### config.mk
export PLATFORM = sky130hd
export DESIGN_NAME = ssx_alu
export DESIGN_NICKNAME = d
export VERILOG_FILES = /design/src/hdl/ssx_alu.v /design/src/hdl/ssx_file_ram.v
export VERILOG_INCLUDE_DIRS = /design/src /design/src/hdl
export SDC_FILE = /design/constraint.sdc
export NUM_CORES = 2
export LEC_CHECK = 0
export ABC_AREA = 0
export ABC_CLOCK_PERIOD_IN_PS = 11400
export BUFFER_PORTS_ARGS = -buffer_cell sky130_fd_sc_hd__buf_4
export CAP_MARGIN = 10
export CORE_ASPECT_RATIO = 1.75
export CORE_MARGIN = 10
export CORE_UTILIZATION = 47
export CTS_BUF_LIST = sky130_fd_sc_hd__clkbuf_8 sky130_fd_sc_hd__clkbuf_16
export DETAILED_ROUTE_END_ITERATION = 10
export PLACE_DENSITY = 0.71
export SYNTH_ARGS = -nofsm -noshare
export SYNTH_HDL_FRONTEND = slang
export SYNTH_SLANG_ARGS = --single-unit
### constraint.sdc
create_clock -name clk_sys -period 11.4 [get_ports clk_sys]
set_clock_uncertainty 0.05 [all_clocks]
set_input_delay 2.28 -clock clk_sys [delete_from_list [all_inputs] [get_ports clk_sys]]
set_output_delay 2.28 -clock clk_sys [all_outputs]
set_load 0.02 [all_outputs]
### src/hdl/ssx_consts.vh
// ssx_consts.vh: opcode codes, flag positions, direction selects and register addresses.
// included by the datapath and its register file; definitions only.
`ifndef SSX_CONSTS_VH
`define SSX_CONSTS_VH

// operation codes on the op port
`define SSX_OP_NOP 4'h0
`define SSX_OP_SUB_LIT 4'h1
`define SSX_OP_SUB_FILE 4'h2
`define SSX_OP_SUB_FILE_BORROW 4'h3
`define SSX_OP_SWAP_FILE 4'h4
`define SSX_OP_LOAD_DIR 4'h5
`define SSX_OP_XOR_LIT 4'h6
`define SSX_OP_XOR_FILE 4'h7

// direction register selects
`define SSX_DIR_SEL_A 3'h5
`define SSX_DIR_SEL_B 3'h6
`define SSX_DIR_SEL_C 3'h7

// destination bit values
`define SSX_DEST_ACC 1'h0
`define SSX_DEST_FILE 1'h1

// reset values
`define SSX_ACC_RST 8'h00
`define SSX_DIR_RST 8'hff
`define SSX_FILE_RST 8'h00
`define SSX_RD_RST 8'h00

// software register port addresses
`define SSX_ADDR_ACC 3'h0
`define SSX_ADDR_STATUS 3'h1
`define SSX_ADDR_DIR_A 3'h2
`define SSX_ADDR_DIR_B 3'h3
`define SSX_ADDR_DIR_C 3'h4

// status bit positions
`define SSX_BIT_CARRY 0
`define SSX_BIT_DIGIT 1
`define SSX_BIT_ZERO 2

// file register space
`define SSX_FILE_AW 7
`define SSX_FILE_DEPTH 128

`endif

### src/hdl/ssx_alu.v
// ssx_alu.v: subtract, swap, xor and direction-load execution datapath with flags.
// assumes ops arrive as one-cycle pulses; file ops read their operand one cycle later.
`timescale 1ns/1ps
`default_nettype none
`include "ssx_consts.vh"

module ssx_alu (
	input wire clk_sys,
	input wire sys_rst,
	input wire opValid,
	input wire [3:0] opCode,
	input wire [7:0] literal,
	input wire [`SSX_FILE_AW-1:0] fileAddr,
	input wire destSel,
	output wire busy,
	output reg done,
	input wire [2:0] regAddr,
	input wire [7:0] regWrData,
	input wire regWr,
	input wire regRd,
	output reg [7:0] regRdData,
	input wire fileWrExt,
	input wire [`SSX_FILE_AW-1:0] fileAddrExt,
	input wire [7:0] fileWrDataExt,
	output reg [7:0] acc,
	output reg carryFlag,
	output reg digitCarryFlag,
	output reg zeroFlag,
	output reg [7:0] portADirection,
	output reg [7:0] portBDirection,
	output reg [7:0] portCDirection
);

	localparam ST_IDLE = 1'b0;
	localparam ST_FILE = 1'b1;

	reg state;
	reg [3:0] heldOp;
	reg [`SSX_FILE_AW-1:0] heldAddr;
	reg heldDest;
	wire [7:0] fileData;

	// minuend - subtrahend - borrowIn, returns {carry, digit carry, diff}
	// a set carry means no borrow out of bit 7; digit carry the same for bit 3
	function [9:0] subFlags;
		input [7:0] minuend;
		input [7:0] subtrahend;
		input borrowIn;
		reg [8:0] full;
		reg [4:0] low;
		begin
			full = {1'b0, minuend} - {1'b0, subtrahend} - {8'h00, borrowIn};
			low = {1'b0, minuend[3:0]} - {1'b0, subtrahend[3:0]} - {4'h0, borrowIn};
			subFlags = {~full[8], ~low[4], full[7:0]};
		end
	endfunction

	function isZero;
		input [7:0] val;
		begin
			isZero = (val == 8'h00);
		end
	endfunction

	// true for ops whose operand comes out of the file memory
	function usesFile;
		input [3:0] code;
		begin
			case (code)
				`SSX_OP_SUB_FILE: usesFile = 1'b1;
				`SSX_OP_SUB_FILE_BORROW: usesFile = 1'b1;
				`SSX_OP_SWAP_FILE: usesFile = 1'b1;
				`SSX_OP_XOR_FILE: usesFile = 1'b1;
				default: usesFile = 1'b0;
			endcase
		end
	endfunction

	// software write strobe aimed at one register address
	function swWrHit;
		input wr;
		input [2:0] addr;
		input [2:0] target;
		begin
			swWrHit = wr && (addr == target);
		end
	endfunction

	// direction load aimed at one port select
	function dirHit;
		input load;
		input [2:0] sel;
		input [2:0] target;
		begin
			dirHit = load && (sel == target);
		end
	endfunction

	// file operand ops need one cycle for the registered memory read
	wire needsFile = usesFile(opCode);
	assign busy = (state == ST_FILE);

	reg [9:0] subRes;
	reg [7:0] result;
	reg next_carry;
	reg next_digit;
	reg next_zero;
	reg updSub;
	reg updZero;
	reg wrResult;
	always @* begin
		subRes = 10'h000;
		result = 8'h00;
		updSub = 1'b0;
		updZero = 1'b0;
		wrResult = 1'b0;
		if (state == ST_FILE) begin
			wrResult = 1'b1;
			case (heldOp)
				`SSX_OP_SUB_FILE: begin
					subRes = subFlags(fileData, acc, 1'b0);
					updSub = 1'b1;
				end
				`SSX_OP_SUB_FILE_BORROW: begin
					subRes = subFlags(fileData, acc, ~carryFlag);
					updSub = 1'b1;
				end
				`SSX_OP_SWAP_FILE: begin
					result = {fileData[3:0], fileData[7:4]};
				end
				`SSX_OP_XOR_FILE: begin
					result = fileData ^ acc;
					updZero = 1'b1;
				end
				default: begin
					wrResult = 1'b0;
				end
			endcase
		end else if (opValid) begin
			case (opCode)
				`SSX_OP_SUB_LIT: begin
					subRes = subFlags(literal, acc, 1'b0);
					updSub = 1'b1;
					wrResult = 1'b1;
				end
				`SSX_OP_XOR_LIT: begin
					result = literal ^ acc;
					updZero = 1'b1;
					wrResult = 1'b1;
				end
				default: begin
					wrResult = 1'b0;
				end
			endcase
		end
		if (updSub) begin
			result = subRes[7:0];
		end
		next_carry = updSub ? subRes[9] : carryFlag;
		next_digit = updSub ? subRes[8] : digitCarryFlag;
		next_zero = (updSub || updZero) ? isZero(result) : zeroFlag;
	end

	// literal ops always land in the accumulator; file ops follow the held dest bit
	wire resToFile = (state == ST_FILE) && (heldDest == `SSX_DEST_FILE);
	wire resToAcc = wrResult && !resToFile;
	wire loadDir = (state == ST_IDLE) && opValid && (opCode == `SSX_OP_LOAD_DIR);

	// the alu write-back takes the memory write port over the preload path
	ssx_file_ram u_ram (
		.clk_sys(clk_sys),
		.sys_rst(sys_rst),
		.rdAddr((state == ST_IDLE) ? fileAddr : heldAddr),
		.rdData(fileData),
		.wrEn((wrResult && resToFile) || fileWrExt),
		.wrAddr((wrResult && resToFile) ? heldAddr : fileAddrExt),
		.wrData((wrResult && resToFile) ? result : fileWrDataExt)
	);

	// file ops spend one extra cycle in ST_FILE while the operand is read
	always @(posedge clk_sys) begin
		if (sys_rst) begin
			state <= ST_IDLE;
			heldOp <= `SSX_OP_NOP;
			heldAddr <= {`SSX_FILE_AW{1'b0}};
			heldDest <= `SSX_DEST_ACC;
			done <= 1'b0;
		end else begin
			done <= 1'b0;
			case (state)
				ST_IDLE: begin
					if (opValid && needsFile) begin
						state <= ST_FILE;
						heldOp <= opCode;
						heldAddr <= fileAddr;
						heldDest <= destSel;
					end else if (opValid) begin
						done <= 1'b1;
					end
				end
				ST_FILE: begin
					state <= ST_IDLE;
					done <= 1'b1;
				end
				default: begin
					state <= ST_IDLE;
				end
			endcase
		end
	end

	// software writes lose to a same-cycle alu update of the same register
	always @(posedge clk_sys) begin
		if (sys_rst) begin
			acc <= `SSX_ACC_RST;
			carryFlag <= 1'b0;
			digitCarryFlag <= 1'b0;
			zeroFlag <= 1'b0;
		end else begin
			if (resToAcc) begin
				acc <= result;
			end else if (swWrHit(regWr, regAddr, `SSX_ADDR_ACC)) begin
				acc <= regWrData;
			end
			if (wrResult) begin
				carryFlag <= next_carry;
				digitCarryFlag <= next_digit;
				zeroFlag <= next_zero;
			end else if (swWrHit(regWr, regAddr, `SSX_ADDR_STATUS)) begin
				carryFlag <= regWrData[`SSX_BIT_CARRY];
				digitCarryFlag <= regWrData[`SSX_BIT_DIGIT];
				zeroFlag <= regWrData[`SSX_BIT_ZERO];
			end
		end
	end

	// direction load leaves every flag alone
	always @(posedge clk_sys) begin
		if (sys_rst) begin
			portADirection <= `SSX_DIR_RST;
			portBDirection <= `SSX_DIR_RST;
			portCDirection <= `SSX_DIR_RST;
		end else begin
			if (dirHit(loadDir, literal[2:0], `SSX_DIR_SEL_A)) begin
				portADirection <= acc;
			end else if (swWrHit(regWr, regAddr, `SSX_ADDR_DIR_A)) begin
				portADirection <= regWrData;
			end
			if (dirHit(loadDir, literal[2:0], `SSX_DIR_SEL_B)) begin
				portBDirection <= acc;
			end else if (swWrHit(regWr, regAddr, `SSX_ADDR_DIR_B)) begin
				portBDirection <= regWrData;
			end
			if (dirHit(loadDir, literal[2:0], `SSX_DIR_SEL_C)) begin
				portCDirection <= acc;
			end else if (swWrHit(regWr, regAddr, `SSX_ADDR_DIR_C)) begin
				portCDirection <= regWrData;
			end
		end
	end

	// read data stand for one cycle after the strobe and are zero otherwise
	reg [7:0] next_rdData;
	always @* begin
		next_rdData = `SSX_RD_RST;
		if (regRd) begin
			case (regAddr)
				`SSX_ADDR_ACC: next_rdData = acc;
				`SSX_ADDR_STATUS: next_rdData = {5'h00, zeroFlag, digitCarryFlag, carryFlag};
				`SSX_ADDR_DIR_A: next_rdData = portADirection;
				`SSX_ADDR_DIR_B: next_rdData = portBDirection;
				`SSX_ADDR_DIR_C: next_rdData = portCDirection;
				default: next_rdData = `SSX_RD_RST;
			endcase
		end
	end

	always @(posedge clk_sys) begin
		if (sys_rst) begin
			regRdData <= `SSX_RD_RST;
		end else begin
			regRdData <= next_rdData;
		end
	end

endmodule

`default_nettype wire

### src/hdl/ssx_file_ram.v
// ssx_file_ram.v: 128 x 8 file register memory, registered read port.
// assumes one clock, synchronous active-high reset clears only the read register.
`timescale 1ns/1ps
`default_nettype none
`include "ssx_consts.vh"

module ssx_file_ram (
	input wire clk_sys,
	input wire sys_rst,
	input wire [`SSX_FILE_AW-1:0] rdAddr,
	output reg [7:0] rdData,
	input wire wrEn,
	input wire [`SSX_FILE_AW-1:0] wrAddr,
	input wire [7:0] wrData
);

	reg [7:0] mem [0:`SSX_FILE_DEPTH-1];

	always @(posedge clk_sys) begin
		if (wrEn) begin
			mem[wrAddr] <= wrData;
		end
	end

	always @(posedge clk_sys) begin
		if (sys_rst) begin
			rdData <= `SSX_FILE_RST;
		end else begin
			rdData <= mem[rdAddr];
		end
	end

endmodule

`default_nettype wire

After elaboration in Yosys (flattened, before gate mapping) --
Memories as Yosys holds them, arrays and structs flattened. A register that Yosys moved wholly into a read port is not among the register bits. Index checks and enable logic that the tools add are counted.
Cells by class: mux-type cells 50, reductions and logical operators 32, eq/ne operators 20, add/sub/neg operators 6, bitwise operators 11
Operators with widths (count):
- 2-to-1 mux 8 bit | 13
- case mux 8 bit (5 select lines) | 1
- 2-to-1 mux 10 bit | 3
- 2-to-1 mux 1 bit | 27
- equality test 4 x 3 -> 1 bit (second input constant) | 6
- case mux 10 bit (2 select lines) | 1
- subtractor 8 x 8 -> 9 bit | 2
- equality test 4 x 2 -> 1 bit (second input constant) | 4
- case mux 8 bit (2 select lines) | 1
- bitwise XOR 8 bit | 2
- logical AND 1 bit | 14
- 2-to-1 mux 7 bit | 2
- equality test 3 bit (second input constant) | 4
- nonzero test 2 bit | 5
- subtractor 4 x 4 -> 5 bit | 2
- inverter 1 bit | 9
- subtractor 9 x 1 -> 9 bit | 1
- logical NOT 8 bit | 1
- OR reduction 4 bit | 2
- equality test 3 x 2 -> 1 bit (second input constant) | 2
- AND reduction 2 bit | 3
- OR reduction 2 bit | 3
- subtractor 5 x 1 -> 5 bit | 1
- equality test 4 x 1 -> 1 bit (second input constant) | 1
- other kinds (7) | 9
Storage, ports and cells: output and inout bits 45, bits in writable memories 1024, memories 1, bits in registers 57, word-level logic and storage cells 133
Memory list:
- u_ram.mem | depth 128, bits a word 8, read ports 1, clocked after Yosys merged registers in 1, write ports 1, RTL line ssx_file_ram.v:17 | reg [7:0] mem [0:`SSX_FILE_DEPTH-1];

Longest topological paths before layout --
word-level depth 9, mapped depth 13

Modules after synthesis --
Synthesis repeated with hierarchy kept, for this count alone.
Second synthesis, totals: cells, all modules 2553, area, all modules 44692.9 um2
By module, submodules not included:
- ssx_file_ram | cells each 2037, instances 1, area an instance 40545.1 um2
- ssx_alu | cells each 516, instances 1, area an instance 4147.7 um2

Worst setup path after synthesis --
OpenSTA, ideal clock, no wires.
path kind input port to flip-flop, from input literal[0], to memory u_ram.mem[0][6], data pin, cell stages on the path 10, data required time 10152 ps, library setup time 1198 ps, arrival 8690 ps, path slack 1462 ps, path through inv_1 -> ha_1 -> inv_1 -> fa_1 -> a21o_1 -> a21oi_1 -> o21ai_0 -> xor2_1 -> a221oi_1 -> o21ai_0
On the way: cells in the longest elaborated chain, start to end 6
Ends and longest elaborated chain:
- from (decl) | RTL line ssx_alu.v:12 | input wire [7:0] literal,
- subtractor 8 x 8 -> 9 bit | RTL line ssx_alu.v:52 | full = {1'b0, minuend} - {1'b0, subtrahend} - {8'h00, borrowIn};
- 2-to-1 mux 10 bit | RTL line ssx_alu.v:140 | case (opCode)
- 2-to-1 mux 10 bit | RTL line ssx_alu.v:139 | end else if (opValid) begin
- 2-to-1 mux 10 bit | RTL line ssx_alu.v:117 | if (state == ST_FILE) begin
- 2-to-1 mux 8 bit | RTL line ssx_alu.v:156 | if (updSub) begin
- 2-to-1 mux 8 bit | RTL line ssx_alu.v:177 | .wrData((wrResult && resToFile) ? result : fileWrDataExt)
- net u_ram.wrData[6] | RTL line ssx_file_ram.v:14 | input wire [7:0] wrData
- to (decl) | RTL line ssx_file_ram.v:17
The timed path passes the listed nets, and every way through them passes these cells.

Worst setup path in the final report --
from input fileAddr[0], to register u_ram.rdData[4], read port of u_ram.mem
On the way: cells in the longest elaborated chain, start to end 1
Ends and longest elaborated chain:
- from (decl) | RTL line ssx_alu.v:13 | input wire [`SSX_FILE_AW-1:0] fileAddr,
- 2-to-1 mux 7 bit | RTL line ssx_alu.v:173 | .rdAddr((state == ST_IDLE) ? fileAddr : heldAddr),
- to (decl) | RTL line ssx_file_ram.v:11 | output reg [7:0] rdData,
No other way between the ends. A chain may end at the register's enable or synchronous reset.

==> results.tsv <==
stage	metric	value	unit
run_status	status	completed	
setup_path	flop2flop setup slack	6.43	ns
cells_and_area	layout cells sized above 1	10.6	%
sta	max frequency	178	MHz
setup_path	R2R depth	12	
synth	Post-synth top flop	edfxtp_1	
die	Die Area	0.110	mm2
synth	Yosys top cell area share	67.9	%
place	placer congestion estimate	0.907	
job	max-cap violations	0	
cells_and_area	commonest non-fill, non-tap cell in the layout	edfxtp_1	
cts	Clock transition at path regs	0.07	ns
synth	Post-synth EDFFs	1024	
routing	antenna-violating nets left	0	
cts	CTS tree	yes	
power_and_ir_drop	pwr dens	165	mW/mm2
min_path	Hold Path Sink	heldOp[3]$_SDFFE_PP0P_	
place	IO Port Bufs	96	
synth	post-synthesis cell type count	69	
routing	post-DR wirelength/cell	25.4	um
synth	Mapped Nets	3614	
power_and_ir_drop	VDD IR-drop max	0.124	mV
cells_and_area	Layout area overhead	10.6	%
place	HPWL after detailed placement	76100	um
sta	Final Cycle Share	49.2	%
cts	Clock Sinks	1089	
synth	synthesized cell area	0.0453	mm2
routing	metal2 WL	63300	um
synth	Mapped Cells	3542	
die	# IOs	97	
routing	DRC errors left	0	
power_and_ir_drop	leakage power	16.8	nW
synth	Synth area leaders	edfxtp_1, nand2_1, dfxtp_1	
setup_path	crit path kind	in -> reg	
grt	gr usage total	22.0	%
cts	CTS Hold Bufs	0	
grt	antenna violations before repair	2	
min_path	Worst Min Path Start	heldOp[3]$_SDFFE_PP0P_	
die	Row Count	150	
routing	DRT iter0 DRCs	2942	
sta	Slew Limit Fails	0	
setup_path	data required time of the worst path	11.87	ns
synth	#FFs+latches synth	1089	
routing	Via density	6.07	
setup_path	crit-path max FO	90	
cells_and_area	most frequent cells in the layout	edfxtp_1, nand2_1, nand3_1	
sta	unrepaired setup endpoints after global routing	false	
cells_and_area	Layout Nets	3609	
grt	global route total overflow	0	
cts	CTS max path bufs	3	
die	Initial Util	47.4	%
cts	post-cts repair resize count	0	
routing	1st-pass router iterations	7	
place	dpl cells	4662	
cells_and_area	final core utilization	52.4	%
routing	WL final	123000	um
sta	Worst-Margin Slew	1.28	ns
setup_path	data arrival time of the worst path	6.08	ns
setup_path	most frequent CP cell	buf_4	
setup_path	capture point of the worst reg-to-reg path	u_ram.mem[72][7]$_DFFE_PP_	
synth	async set-or-reset flop fraction in the synthesized netlist	0	%
routing	Top Metal Used	met5	
sta	# setup viols final	0	
routing	met3 WL post-DR	8810	um
cells_and_area	Layout Cells excl Fill	4828	
die	DIE HEIGHT	431	um
sta	Hold Fails Final Rpt	0	
setup_path	CP peak stage delay	0.79	ns
routing	met1 wire length	42000	um
die	Core ar.	0.0955	mm2
setup_path	Slowest cell on crit path	nor4_1	
synth	Synthesis Warnings	0	
synth	top cell type by total area after synthesis	edfxtp_1	
setup_path	Critical Path Start Type	input pin	
grt	global-route wire length before repair	181000	um
cts	Root Driver	clkbuf_16	
routing	via count	29300	
synth	post-synthesis sequential area ratio	70.8	%
setup_path	crit end category	flip-flop	
min_path	Hold Path Depth	1	
sta	Tmin final	5.61	ns
setup_path	r2r startpoint	u_ram.rdData[0]$_SDFF_PP0_	
cts	setup bufs post-CTS	0	
cts	CTS Buf Count	89	
grt	largest net degree at the start of global routing	172	
setup_path	critical path cell sequence	buf_4 -> mux2_8 -> buf_4 -> buf_4 -> and3_1 -> a311oi_1 -> nor4_1 -> nor3_1 -> nor3_1 -> nand4_1	
grt	number of global-route vias before repair	28800	
cts	H-tree depth	3	
synth	Mean Syn Cell Area	12.8	um2
sta	max_slew headroom	12.5	%
sta	Final TNS setup	0	ns
cts	worst skew pair latency	0.70	ns
die	Die Width	255	um
sta	Worst Hold Slack	0.446	ns
min_path	class of the worst hold path	reg -> reg	
-- cells in the mapped netlist, types with 21 or more instances --
cell type and instances:
a31oi_1 53, nand3_1 247, buf_1 22, buf_2 87
a2111oi_0 24, o21ai_0 25, nand2_1 890, nor3_1 50
or2_2 30, and3_1 62, mux4_2 32, nor2_1 191
mux2i_1 76, a311oi_1 104, clkbuf_1 121, a21oi_1 144
dfxtp_1 65, edfxtp_1 1024, nand2b_1 21
-- critical path: cells and delay by family --
kind,cells,cell delay [ns]
multiplexers,1,0.59
buffers and inverters,3,1.33
AND/OR/NAND/NOR,5,1.65
AO/OA/AOI/OAI,1,0.05
-- per-stage QoR --
stage | setup slack [ns] | instance area (um2) | total power, mW
after floorplan | 1.46 | 45300 | 4.92
after global placement | 5.12 | 47000 | 5.14
after detailed placement | 5.15 | 47000 | 5.15
after CTS | 5.88 | 50000 | 8.29
after global routing | 5.66 | 50000 | 8.48
final | 5.79 | 50000 | 8.27
-- report_power, final --
part	leakage [nW]	internal, mW	switching (mW)
logic	5.49	0.199	0.462
registers	9.74	4.39	0.0209
clock network	1.53	1.78	1.42
total	16.8	6.37	1.90
-- worst max-delay path by stage --
| stage | from | endpoint | cells past startpoint |
|---|---|---|---|
| floorplan | literal[0] | u_ram.mem[0][6]$_DFFE_PP_ | 10 |
| global placement | fileAddr[1] | u_ram.rdData[3]$_SDFF_PP0_ | 8 |
| detailed placement | fileAddr[1] | u_ram.rdData[3]$_SDFF_PP0_ | 8 |
| CTS | fileAddr[1] | u_ram.rdData[3]$_SDFF_PP0_ | 8 |
| global route | opCode[1] | u_ram.mem[90][7]$_DFFE_PP_ | 10 |
| finish | fileAddr[0] | u_ram.rdData[4]$_SDFF_PP0_ | 10 |
-- final cells by class --
class / count / area, um2
multi-input combinational: 2193 / 12300
inverter: 20 / 75.1
clock inverter: 70 / 712
sequential: 1089 / 32100
clock buffer: 94 / 2330
antenna: 2 / 5.00
timing repair buffer: 144 / 1090
tap: 1216 / 1520
fill: 7792 / 45500
-- routing by layer --
layer / vias up / global-route usage (%)
met2: 1427 / 38.7
li1: 13100 / -
met3: 364 / 3.56
met1: 14400 / 24.2
met5: - / 0
met4: 2 / 14.3
-- kinds of logic after synthesis --
family                     count (synthesis)  share of synthesized area, %
AOI/OAI and AO/OA                        457                          6.97
xor gates and xnor gates                  14                         0.304
adders and majority gates                 20                         0.586
buffers and inverters                    260                          2.52
DFF                                     1089                          70.8
muxes                                    123                          3.66
and+or+nand+nor                         1579                          15.1
-- state kept, by name, summed over array words and instances, names as in the netlist --
name and cells:
u_ram.rdData 8, done 1, digitCarryFlag 1, zeroFlag 1, portADirection 8, heldOp 4
heldDest 1, carryFlag 1, regRdData 8, busy 1, portBDirection 8, portCDirection 8
u_ram.mem 1024, acc 8, heldAddr 7
(Power assumes the default switching activity.)
